===== config.mk =====
export PLATFORM = sky130hd
export DESIGN_NAME = cmpev_top
export DESIGN_NICKNAME = d
export VERILOG_FILES = /design/src/logic/cmpev_pkg.sv /design/src/logic/cmpev_unit_if.sv /design/src/logic/cmpev_top.sv /design/src/logic/cmpev_unit.sv
export SDC_FILE = /design/constraint.sdc
export NUM_CORES = 1
export LEC_CHECK = 0
export ABC_CLOCK_PERIOD_IN_PS = 1300
export BUFFER_PORTS_ARGS = -buffer_cell sky130_fd_sc_hd__buf_2
export CAP_MARGIN = 10
export CORE_MARGIN = 3
export CORE_UTILIZATION = 50
export DETAILED_ROUTE_END_ITERATION = 10
export GPL_TIMING_DRIVEN = 0
export PLACE_DENSITY = 0.76
export SYNTH_ARGS = -nofsm -noshare
export SYNTH_HDL_FRONTEND = slang
export SYNTH_SLANG_ARGS = --single-unit

===== constraint.sdc =====
create_clock -name core_clk -period 1.3 [get_ports core_clk]
set_input_delay 0.13 -clock core_clk [delete_from_list [all_inputs] [get_ports core_clk]]
set_output_delay 0.13 -clock core_clk [all_outputs]
set_load 0.01 [all_outputs]

===== src/logic/cmpev_pkg.sv =====
// Package: register map, field positions and state types of the comparator event block
package cmpev_pkg;

    // ****************************************************************
    // Sizes
    // ****************************************************************
    localparam int CMPEV_NUNIT  = 3;
    localparam int CMPEV_ADDR_W = 8;
    localparam int CMPEV_DATA_W = 16;
    localparam int CMPEV_SRC_W  = 4;

    // ****************************************************************
    // Register offsets (byte addresses, four bytes apart)
    // ****************************************************************
    localparam logic [7:0] OFS_STATUS   = 8'h00;
    localparam logic [7:0] OFS_CON_BASE = 8'h04;
    localparam logic [7:0] OFS_MSK_BASE = 8'h10;
    localparam logic [7:0] OFS_IRQ_STAT = 8'h1c;
    localparam logic [7:0] OFS_IRQ_MASK = 8'h20;
    localparam logic [7:0] OFS_STRIDE   = 8'h04;

    // ****************************************************************
    // Shared status register fields
    // ****************************************************************
    localparam int ST_HALT    = 15;
    localparam int ST_EVT_LSB = 8;
    localparam int ST_RES_LSB = 0;

    // ****************************************************************
    // Per-unit control register fields
    // ****************************************************************
    localparam int CON_EN       = 15;
    localparam int CON_PIN      = 14;
    localparam int CON_INV      = 13;
    localparam int CON_EVT      = 9;
    localparam int CON_RES      = 8;
    localparam int CON_EDGE_LSB = 6;
    localparam int CON_POS      = 4;
    localparam int CON_NEG_LSB  = 0;

    // ****************************************************************
    // Blanking source register fields
    // ****************************************************************
    localparam int MSK_A_LSB = 0;
    localparam int MSK_B_LSB = 4;
    localparam int MSK_C_LSB = 8;

    // ****************************************************************
    // Encodings
    // ****************************************************************
    typedef enum logic [1:0] {
        EDGE_OFF  = 2'b00,
        EDGE_RISE = 2'b01,
        EDGE_FALL = 2'b10,
        EDGE_ANY  = 2'b11
    } cmpev_edge_e;

    // Negative input routing codes driven to the analog mux
    localparam logic [1:0] NEG_EXT_B    = 2'h0;
    localparam logic [1:0] NEG_EXT_C    = 2'h1;
    localparam logic [1:0] NEG_EXT_D    = 2'h2;
    localparam logic [1:0] NEG_BANDGAP  = 2'h3;
    // Positive input routing codes
    localparam logic       POS_EXT_A    = 1'h0;
    localparam logic       POS_LADDER   = 1'h1;

    // ****************************************************************
    // State types
    // ****************************************************************
    typedef struct packed {
        logic s1;
        logic s2;
        logic res;
        logic prev;
    } cmpev_unit_s;

    typedef struct packed {
        logic                                    halt;
        logic [CMPEV_NUNIT-1:0]                  en;
        logic [CMPEV_NUNIT-1:0]                  pin_en;
        logic [CMPEV_NUNIT-1:0]                  inv;
        logic [CMPEV_NUNIT-1:0][1:0]             edge_sel;
        logic [CMPEV_NUNIT-1:0]                  pos_sel;
        logic [CMPEV_NUNIT-1:0][1:0]             neg_sel;
        logic [CMPEV_NUNIT-1:0][CMPEV_SRC_W-1:0] blank_a;
        logic [CMPEV_NUNIT-1:0][CMPEV_SRC_W-1:0] blank_b;
        logic [CMPEV_NUNIT-1:0][CMPEV_SRC_W-1:0] blank_c;
        logic [CMPEV_NUNIT-1:0]                  evt;
        logic [CMPEV_NUNIT-1:0]                  irq_stat;
        logic [CMPEV_NUNIT-1:0]                  irq_mask;
        logic [CMPEV_NUNIT-1:0]                  pwr;
        logic [CMPEV_NUNIT-1:0]                  trig;
        logic [CMPEV_NUNIT-1:0]                  pin_out;
        logic [CMPEV_NUNIT-1:0]                  pin_oe;
        logic                                    irq;
        logic [CMPEV_DATA_W-1:0]                 rdata;
    } cmpev_state_s;

    localparam cmpev_state_s CMPEV_STATE_RST = '0;
    localparam cmpev_unit_s  CMPEV_UNIT_RST  = '0;

endpackage


===== src/logic/cmpev_unit_if.sv =====
// Interface: configuration and result signals between control and one unit
`timescale 1ns/1ns
`default_nettype none
interface cmpev_unit_if;
    logic       active;
    logic       invert;
    logic [1:0] edge_sel;
    logic       result;
    logic       hit;

    modport unit (input active, input invert, input edge_sel,
                  output result, output hit);
    modport ctrl (output active, output invert, output edge_sel,
                  input result, input hit);
endinterface
`default_nettype wire


===== src/logic/cmpev_top.sv =====
// Module: register bank and event control of three comparators
//
// Operation
// - Halt bit stops all comparators in idle
// - Shared status mirrors event flags and results
// - Three identical comparator units with own control
// - Control bit 15 enables; another drives pin
// - Result bit follows inputs, inverted by polarity
// - Matching edge sets event flag, blocks further triggers
// - Edge select 11 fires on any change
// - Edge select 10 fires on adjusted falling edge
// - Positive input: ladder reference or external A
// - Negative input: external B, C, D or bandgap
// - Unimplemented bits ignore writes, read zero
// - Three 4-bit blanking source selects per unit
`timescale 1ns/1ns
`default_nettype none
module cmpev_top
    import cmpev_pkg::*;
#(
    parameter int NUNIT = CMPEV_NUNIT
)
(
    // Clock and reset
    input  wire logic                            core_clk,
    input  wire logic                            reset_n,
    // Register port
    input  wire logic [CMPEV_ADDR_W-1:0]         reg_addr,
    input  wire logic [CMPEV_DATA_W-1:0]         reg_wdata,
    input  wire logic                            reg_wr,
    input  wire logic                            reg_rd,
    output logic      [CMPEV_DATA_W-1:0]         reg_rdata,
    // System
    input  wire logic                            idle_mode,
    // Analog comparator results and controls
    input  wire logic [NUNIT-1:0]                cmp_raw,
    output logic      [NUNIT-1:0]                unit_power_on,
    output logic      [NUNIT-1:0]                positive_input_select,
    output logic      [NUNIT-1:0][1:0]           negative_input_select,
    // Blanking source selects
    output logic      [NUNIT-1:0][CMPEV_SRC_W-1:0] blank_a_source,
    output logic      [NUNIT-1:0][CMPEV_SRC_W-1:0] blank_b_source,
    output logic      [NUNIT-1:0][CMPEV_SRC_W-1:0] blank_c_source,
    // Result pins
    output logic      [NUNIT-1:0]                result_pin_out,
    output logic      [NUNIT-1:0]                result_pin_oe,
    // Events
    output logic      [NUNIT-1:0]                event_trigger,
    output logic                                 irq
);

    cmpev_state_s            st_ff;
    cmpev_state_s            nxt_st;
    logic        [NUNIT-1:0] unit_res;
    logic        [NUNIT-1:0] unit_hit;
    logic        [NUNIT-1:0] unit_active;

    // ****************************************************************
    // Comparator units
    // ****************************************************************
    // Units only take power and detect edges while enabled and not halted by idle; the result keeps following the input
    for (genvar g = 0; g < NUNIT; g++)
    begin : g_unit
        cmpev_unit_if uif ();

        assign unit_active[g] = st_ff.en[g]
                              & ~(idle_mode & st_ff.halt);
        assign uif.active     = unit_active[g];
        assign uif.invert     = st_ff.inv[g];
        assign uif.edge_sel   = st_ff.edge_sel[g];
        assign unit_res[g]    = uif.result;
        assign unit_hit[g]    = uif.hit;

        cmpev_unit u_unit (
            .core_clk (core_clk),
            .reset_n  (reset_n),
            .raw_in   (cmp_raw[g]),
            .u        (uif.unit)
        );
    end

    // ****************************************************************
    // Address helpers
    // ****************************************************************
    function automatic logic [CMPEV_ADDR_W-1:0] con_addr(input int i);
        con_addr = CMPEV_ADDR_W'(OFS_CON_BASE + OFS_STRIDE * i);
    endfunction

    function automatic logic [CMPEV_ADDR_W-1:0] msk_addr(input int i);
        msk_addr = CMPEV_ADDR_W'(OFS_MSK_BASE + OFS_STRIDE * i);
    endfunction

    // ****************************************************************
    // Next state
    // ****************************************************************
    always_comb
    begin
        logic [CMPEV_DATA_W-1:0] rd;
        logic                    fire;
        rd          = '0;
        fire        = 1'b0;
        nxt_st      = st_ff;
        nxt_st.trig = '0;
        nxt_st.rdata = '0;

        // Shared status: only the halt bit is writable
        if (reg_wr && reg_addr == OFS_STATUS)
            nxt_st.halt = reg_wdata[ST_HALT];

        // Interrupt status is write-one-to-clear; set wins below
        if (reg_wr && reg_addr == OFS_IRQ_STAT)
            nxt_st.irq_stat = st_ff.irq_stat & ~reg_wdata[NUNIT-1:0];
        if (reg_wr && reg_addr == OFS_IRQ_MASK)
            nxt_st.irq_mask = reg_wdata[NUNIT-1:0];

        for (int i = 0; i < NUNIT; i++)
        begin
            if (reg_wr && reg_addr == con_addr(i))
            begin
                nxt_st.en[i]       = reg_wdata[CON_EN];
                nxt_st.pin_en[i]   = reg_wdata[CON_PIN];
                nxt_st.inv[i]      = reg_wdata[CON_INV];
                nxt_st.edge_sel[i] = reg_wdata[CON_EDGE_LSB +: 2];
                nxt_st.pos_sel[i]  = reg_wdata[CON_POS];
                nxt_st.neg_sel[i]  = reg_wdata[CON_NEG_LSB +: 2];
                // Writing 1 to the event bit leaves it as it is
                if (!reg_wdata[CON_EVT])
                    nxt_st.evt[i] = 1'b0;
            end

            if (reg_wr && reg_addr == msk_addr(i))
            begin
                nxt_st.blank_a[i] = reg_wdata[MSK_A_LSB +: CMPEV_SRC_W];
                nxt_st.blank_b[i] = reg_wdata[MSK_B_LSB +: CMPEV_SRC_W];
                nxt_st.blank_c[i] = reg_wdata[MSK_C_LSB +: CMPEV_SRC_W];
            end

            // A pending event masks further triggers and interrupts
            fire = unit_hit[i] & ~st_ff.evt[i];
            if (fire)
            begin
                nxt_st.evt[i]      = 1'b1;
                nxt_st.trig[i]     = 1'b1;
                nxt_st.irq_stat[i] = 1'b1;
            end

            nxt_st.pwr[i]     = unit_active[i];
            nxt_st.pin_out[i] = unit_res[i];
            nxt_st.pin_oe[i]  = st_ff.pin_en[i] & st_ff.en[i];
        end

        nxt_st.irq = |(nxt_st.irq_stat & nxt_st.irq_mask);

        // Read mux: data stand only in the cycle after the strobe
        if (reg_rd)
        begin
            if (reg_addr == OFS_STATUS)
            begin
                rd[ST_HALT]                 = st_ff.halt;
                rd[ST_EVT_LSB +: NUNIT]     = st_ff.evt;
                rd[ST_RES_LSB +: NUNIT]     = unit_res;
            end
            if (reg_addr == OFS_IRQ_STAT)
                rd[NUNIT-1:0] = st_ff.irq_stat;
            if (reg_addr == OFS_IRQ_MASK)
                rd[NUNIT-1:0] = st_ff.irq_mask;
            for (int i = 0; i < NUNIT; i++)
            begin
                if (reg_addr == con_addr(i))
                begin
                    rd[CON_EN]               = st_ff.en[i];
                    rd[CON_PIN]              = st_ff.pin_en[i];
                    rd[CON_INV]              = st_ff.inv[i];
                    rd[CON_EVT]              = st_ff.evt[i];
                    rd[CON_RES]              = unit_res[i];
                    rd[CON_EDGE_LSB +: 2]    = st_ff.edge_sel[i];
                    rd[CON_POS]              = st_ff.pos_sel[i];
                    rd[CON_NEG_LSB +: 2]     = st_ff.neg_sel[i];
                end
                if (reg_addr == msk_addr(i))
                begin
                    rd[MSK_A_LSB +: CMPEV_SRC_W] = st_ff.blank_a[i];
                    rd[MSK_B_LSB +: CMPEV_SRC_W] = st_ff.blank_b[i];
                    rd[MSK_C_LSB +: CMPEV_SRC_W] = st_ff.blank_c[i];
                end
            end
        end
        // Bits not assigned above stay zero
        nxt_st.rdata = rd;
    end

    // ****************************************************************
    // State register
    // ****************************************************************
    always_ff @(posedge core_clk or negedge reset_n)
    begin
        if (!reset_n)
            st_ff <= CMPEV_STATE_RST;
        else
            st_ff <= nxt_st;
    end

    // ****************************************************************
    // Outputs
    // ****************************************************************
    assign reg_rdata             = st_ff.rdata;
    assign unit_power_on         = st_ff.pwr;
    assign positive_input_select = st_ff.pos_sel;
    assign negative_input_select = st_ff.neg_sel;
    assign blank_a_source        = st_ff.blank_a;
    assign blank_b_source        = st_ff.blank_b;
    assign blank_c_source        = st_ff.blank_c;
    assign result_pin_out        = st_ff.pin_out;
    assign result_pin_oe         = st_ff.pin_oe;
    assign event_trigger         = st_ff.trig;
    assign irq                   = st_ff.irq;

endmodule // cmpev_top
`default_nettype wire


===== src/logic/cmpev_unit.sv =====
// Module: synchroniser, polarity and edge detection for one comparator
`timescale 1ns/1ns
`default_nettype none
module cmpev_unit
    import cmpev_pkg::*;
(
    // Clock and reset
    input  wire logic   core_clk,
    input  wire logic   reset_n,
    // Raw analog comparator result
    input  wire logic   raw_in,
    // Control side
    cmpev_unit_if.unit  u
);

    cmpev_unit_s st_ff;
    cmpev_unit_s nxt_st;

    // ****************************************************************
    // Next state
    // ****************************************************************
    always_comb
    begin
        nxt_st      = st_ff;
        nxt_st.s1   = raw_in;
        nxt_st.s2   = st_ff.s1;
        nxt_st.res  = st_ff.s2 ^ u.invert;
        nxt_st.prev = st_ff.res;
    end

    always_ff @(posedge core_clk or negedge reset_n)
    begin
        if (!reset_n)
            st_ff <= CMPEV_UNIT_RST;
        else
            st_ff <= nxt_st;
    end

    // ****************************************************************
    // Edge match on the polarity-adjusted result
    // ****************************************************************
    // Flipping the polarity bit looks like a result change and may fire
    always_comb
    begin
        unique case (cmpev_edge_e'(u.edge_sel))
            EDGE_OFF:  u.hit = 1'b0;
            EDGE_RISE: u.hit = u.active & st_ff.res & ~st_ff.prev;
            EDGE_FALL: u.hit = u.active & ~st_ff.res & st_ff.prev;
            EDGE_ANY:  u.hit = u.active & (st_ff.res ^ st_ff.prev);
        endcase
    end

    assign u.result = st_ff.res;

endmodule // cmpev_unit
`default_nettype wire


==> key figures <==
Status
  – Status: finished, violations left
  – Failing checks: negative setup slack

Global route
  – Vias in the first global route: 4040
  – Largest net degree at the start of global routing: 65
  – First-pass GRT wire length: 22000 µm
  – Total GRT Usage: 0.245
  – Initial antenna violation count: 0
  – Total congestion overflow: 0

Routing
  – Vias per inst: 5.63
  – Routed Antenna Nets: 0
  – Drt pass-1 iters: 5
  – Final wirelength: 14500 µm
  – Post-DR wirelength/cell: 20.0 µm
  – Vias: 4071
  – Drt initial violations: ~420
  – DRC violations left: 0

Power
  – Final Power: 6.61 mW
  – P_leak: 3.70 nW
  – Sequential power share: 0.543
  – Switching power: 1.65 mW
  – Pwr dens: 945 nW/µm²
  – Comb pwr share: 0.124
  – Internal power: 4.96 mW
  – Switching portion of total power: 0.250
  – Clk pwr share: 0.332
  – Peak VDD IR: 0.619 mV

Synth
  – Synth warnings: 0
  – Yosys cell types: 56
  – Area contributors post-synth: dfrtp_1 (51%), buf_4 (10%), mux2_4 (7.9%), mux2_2 (7.9%), nand2_1 (1.8%)
  – Synth top area share: 0.506
  – Mapped cell area: ~5300 µm²
  – Cell taking the most area after synthesis: dfrtp_1
  – Number of synthesized register bits: 107
  – Fraction of registers with async set/reset: 1.00
  – Syn_nets: between 400 and 500
  – Register area share after synthesis: 0.506
  – Most common cell in the synthesized netlist: dfrtp_1
  – Top cells by count, synth: dfrtp_1 (107), buf_4 (73), mux2_2 (37)
  – Main synth FF type: dfrtp_1
  – Synth Instances: 437
  – Synth Area per Inst: 12.1 µm²
  – EDFF count, synth: 0

Critical path
  – CP required: 1.54 ns
  – Startpoint Class: input pin
  – CP endpoint kind: flip-flop
  – Critical path class: input pin to flip-flop
  – CP arrival: between 1.5 and 2 ns
  – CP max FO: 5

Final layout
  – Ant diodes: 0
  – Non-Filler Instances: between 700 and 800
  – NumNets Final: 618
  – Cell area after layout: 7000 µm²
  – # fillers: 694
  – P&R area growth vs syn: 32.3%
  – Layout cells sized above 1: 0.583

Worst hold path
  – Worst hold path class: input pin to flip-flop

STA
  – Period utilisation layout: 1.18
  – Worst Slack Setup Final: -0.237 ns
  – Max frequency: 0.651 GHz
  – Fin. max-slew vios: 0
  – Final Critical Period: 1.54 ns
  – Fin. Hold Viols: 0
  – Worst-Margin Slew: 0.719 ns
  – Slew HR: 0.521
  – Worst Clk Skew: 0.0125 ns
  – RSZ-0062 raised after global routing: yes
  – Setup Viol. Count Final: 77

Placed design
  – Placed instance area: 6060 µm²
  – GPL Wtd Cong: 0.941
  – PortBufs: 102
  – Post-detail-place hpwl: about 9400 µm
  – Dpl cells: 673
  – Pre-CTS setup slack: -0.953 ns

CTS
  – Worst-case clock buffer depth: 2
  – Clock Sinks: about 110
  – Clk_lat worst skew: 0.36 ns
  – H-tree levels: 3
  – CTS clk-pin slew, worst paths: ~0.11 ns
  – Total CTS buffers: 9
  – CTS root buf: clkbuf_8
  – CTS tree: built

Floorplanning
  – Initial Util: 0.527
  – I/O pin count: approximately 110
  – Die Area: 11900 µm²
  – # rows: 36
  – Placeable Area: 10000 µm²
  – Chip Height: between 100 and 150 µm
  – Die Span X: between 100 and 150 µm

Run
  – Max Cap Viol: 0
flip-flops by register name (all words and copies together), names as in the netlist, 6 cells and up:
| signal | count |
|---|---|
| reg_rdata | 15 |
| blank_b_source | 12 |
| negative_input_select | 6 |
| g_unit.uif.edge_sel | 6 |
| blank_a_source | 12 |
| blank_c_source | 12 |
| st_ff | 16 |
metrics by stage:
step | setup TNS [ns] | utilization | hold slack, ns
2_1_floorplan | -26.02 | - | -0.166
3_3_place_gp | -165.51 | 0.600 | 0.239
3_5_place_dp | -62.69 | 0.603 | 0.159
4_1_cts | -13.51 | 0.670 | 0.00245
5_1_grt | -12.30 | 0.697 | 0.0137
6_report | -11.21 | 0.697 | 0.0122
worst max-delay path: stages:
cell and delay, ns:
buf_12 0.10, or4_4 0.58, nor4b_4 0.24, buf_6 0.17
buf_6 0.13, buf_8 0.12, o21bai_4 0.11, o21a_1 0.15
nor2_2 0.05
what timing repair did:
item                                   4_1_cts  5_1_grt
setup endpoints to repair                   78       81
gates resized for setup                     52       48
gates cloned                                 3        2
endpoints found under the hold margin       46        0
pin swaps                                   12       14
hold buffers                                 4        0
buffers inserted                            20       10
power by group through the flow:
stage / registers (mW) / logic [mW] / clock network, mW
2_1_floorplan: 3.60 / 0.413 / 0
3_3_place_gp: 3.64 / 0.684 / 0
3_5_place_dp: 3.65 / 0.714 / 0
4_1_cts: 3.59 / 0.774 / 2.23
5_1_grt: 3.61 / 0.883 / 2.35
6_report: 3.59 / 0.822 / 2.20
routing by layer:
metal  vias up  GRT usage  wire (µm)
met5         -          0          0
met4         0     0.0965        550
met3        47     0.0385       1040
met2       221      0.386       6800
met1      2000      0.340       6060
li1       1803          -          -
cell usage in the layout, fill, tap and decap left out, types with 3 or more instances in the layout:
master / Yosys / layout
clkbuf_1: 6 / 3
xor2_1: 3 / 3
a21oi_1: 11 / 10
nor2_1: 10 / 7
nand3b_1: 5 / 5
a22oi_1: 11 / 7
buf_6: 2 / 14
clkbuf_8: 0 / 10
nor2b_1: 5 / 5
a22oi_2: 0 / 4
nor3_4: 1 / 5
nand2_1: 25 / 22
dlygate4sd3_1: 0 / 4
nor3_2: 2 / 3
inv_1: 6 / 6
buf_12: 0 / 5
a2bb2oi_1: 3 / 3
dfrtp_1: 107 / 106
and2_1: 7 / 7
buf_8: 0 / 3
mux2_2: 37 / 35
mux2_4: 28 / 30
nand2_4: 1 / 3
nand2b_1: 3 / 3
a222oi_1: 3 / 3
nand3_1: 8 / 6
a221oi_2: 0 / 3
buf_4: 73 / 91
buf_16: 0 / 3
o21ai_0: 16 / 12
nand2_8: 0 / 4
clkbuf_2: 0 / 3
buf_2: 5 / 99
final timing paths:
path                       slack [ns]  cells past startpoint                         to                        from
max                             -0.24                      9               reg_rdata[8]                 reg_addr[1]
min                              0.01                      2         blank_c_source[11]               reg_wdata[11]
max reg2reg                     -0.23                      5                        irq                   st_ff[98]
min reg2reg                      0.36                      0  g_unit[1].u_unit.st_ff[2]  g_unit[1].u_unit.nxt_st[2]
max in group asynchronous        0.32                      3          blank_c_source[1]                     reset_n
min in group asynchronous        0.30                      2                        irq                     reset_n
logic make-up after synthesis:
logic type | synth area share
AO/OA/AOI/OAI | 0.104
XOR/XNOR | 0.00497
buffers and inverters | 0.123
flip-flops | 0.506
multiplexers | 0.158
other | 0.000709
AND/OR/NAND/NOR | 0.103
area by class of cell:
cell class,instances,area [µm²],area share
flip-flops and latches,107,2680,0.383
well taps,133,166,0.0238
plain buffers,87,681,0.0973
clock inverters,5,85.1,0.0122
inverters,6,22.5,0.00322
multi-input cells,236,2250,0.322
repair buffers,139,985,0.141
clock buffers,10,128,0.0182
(Power assumes the default switching activity.)
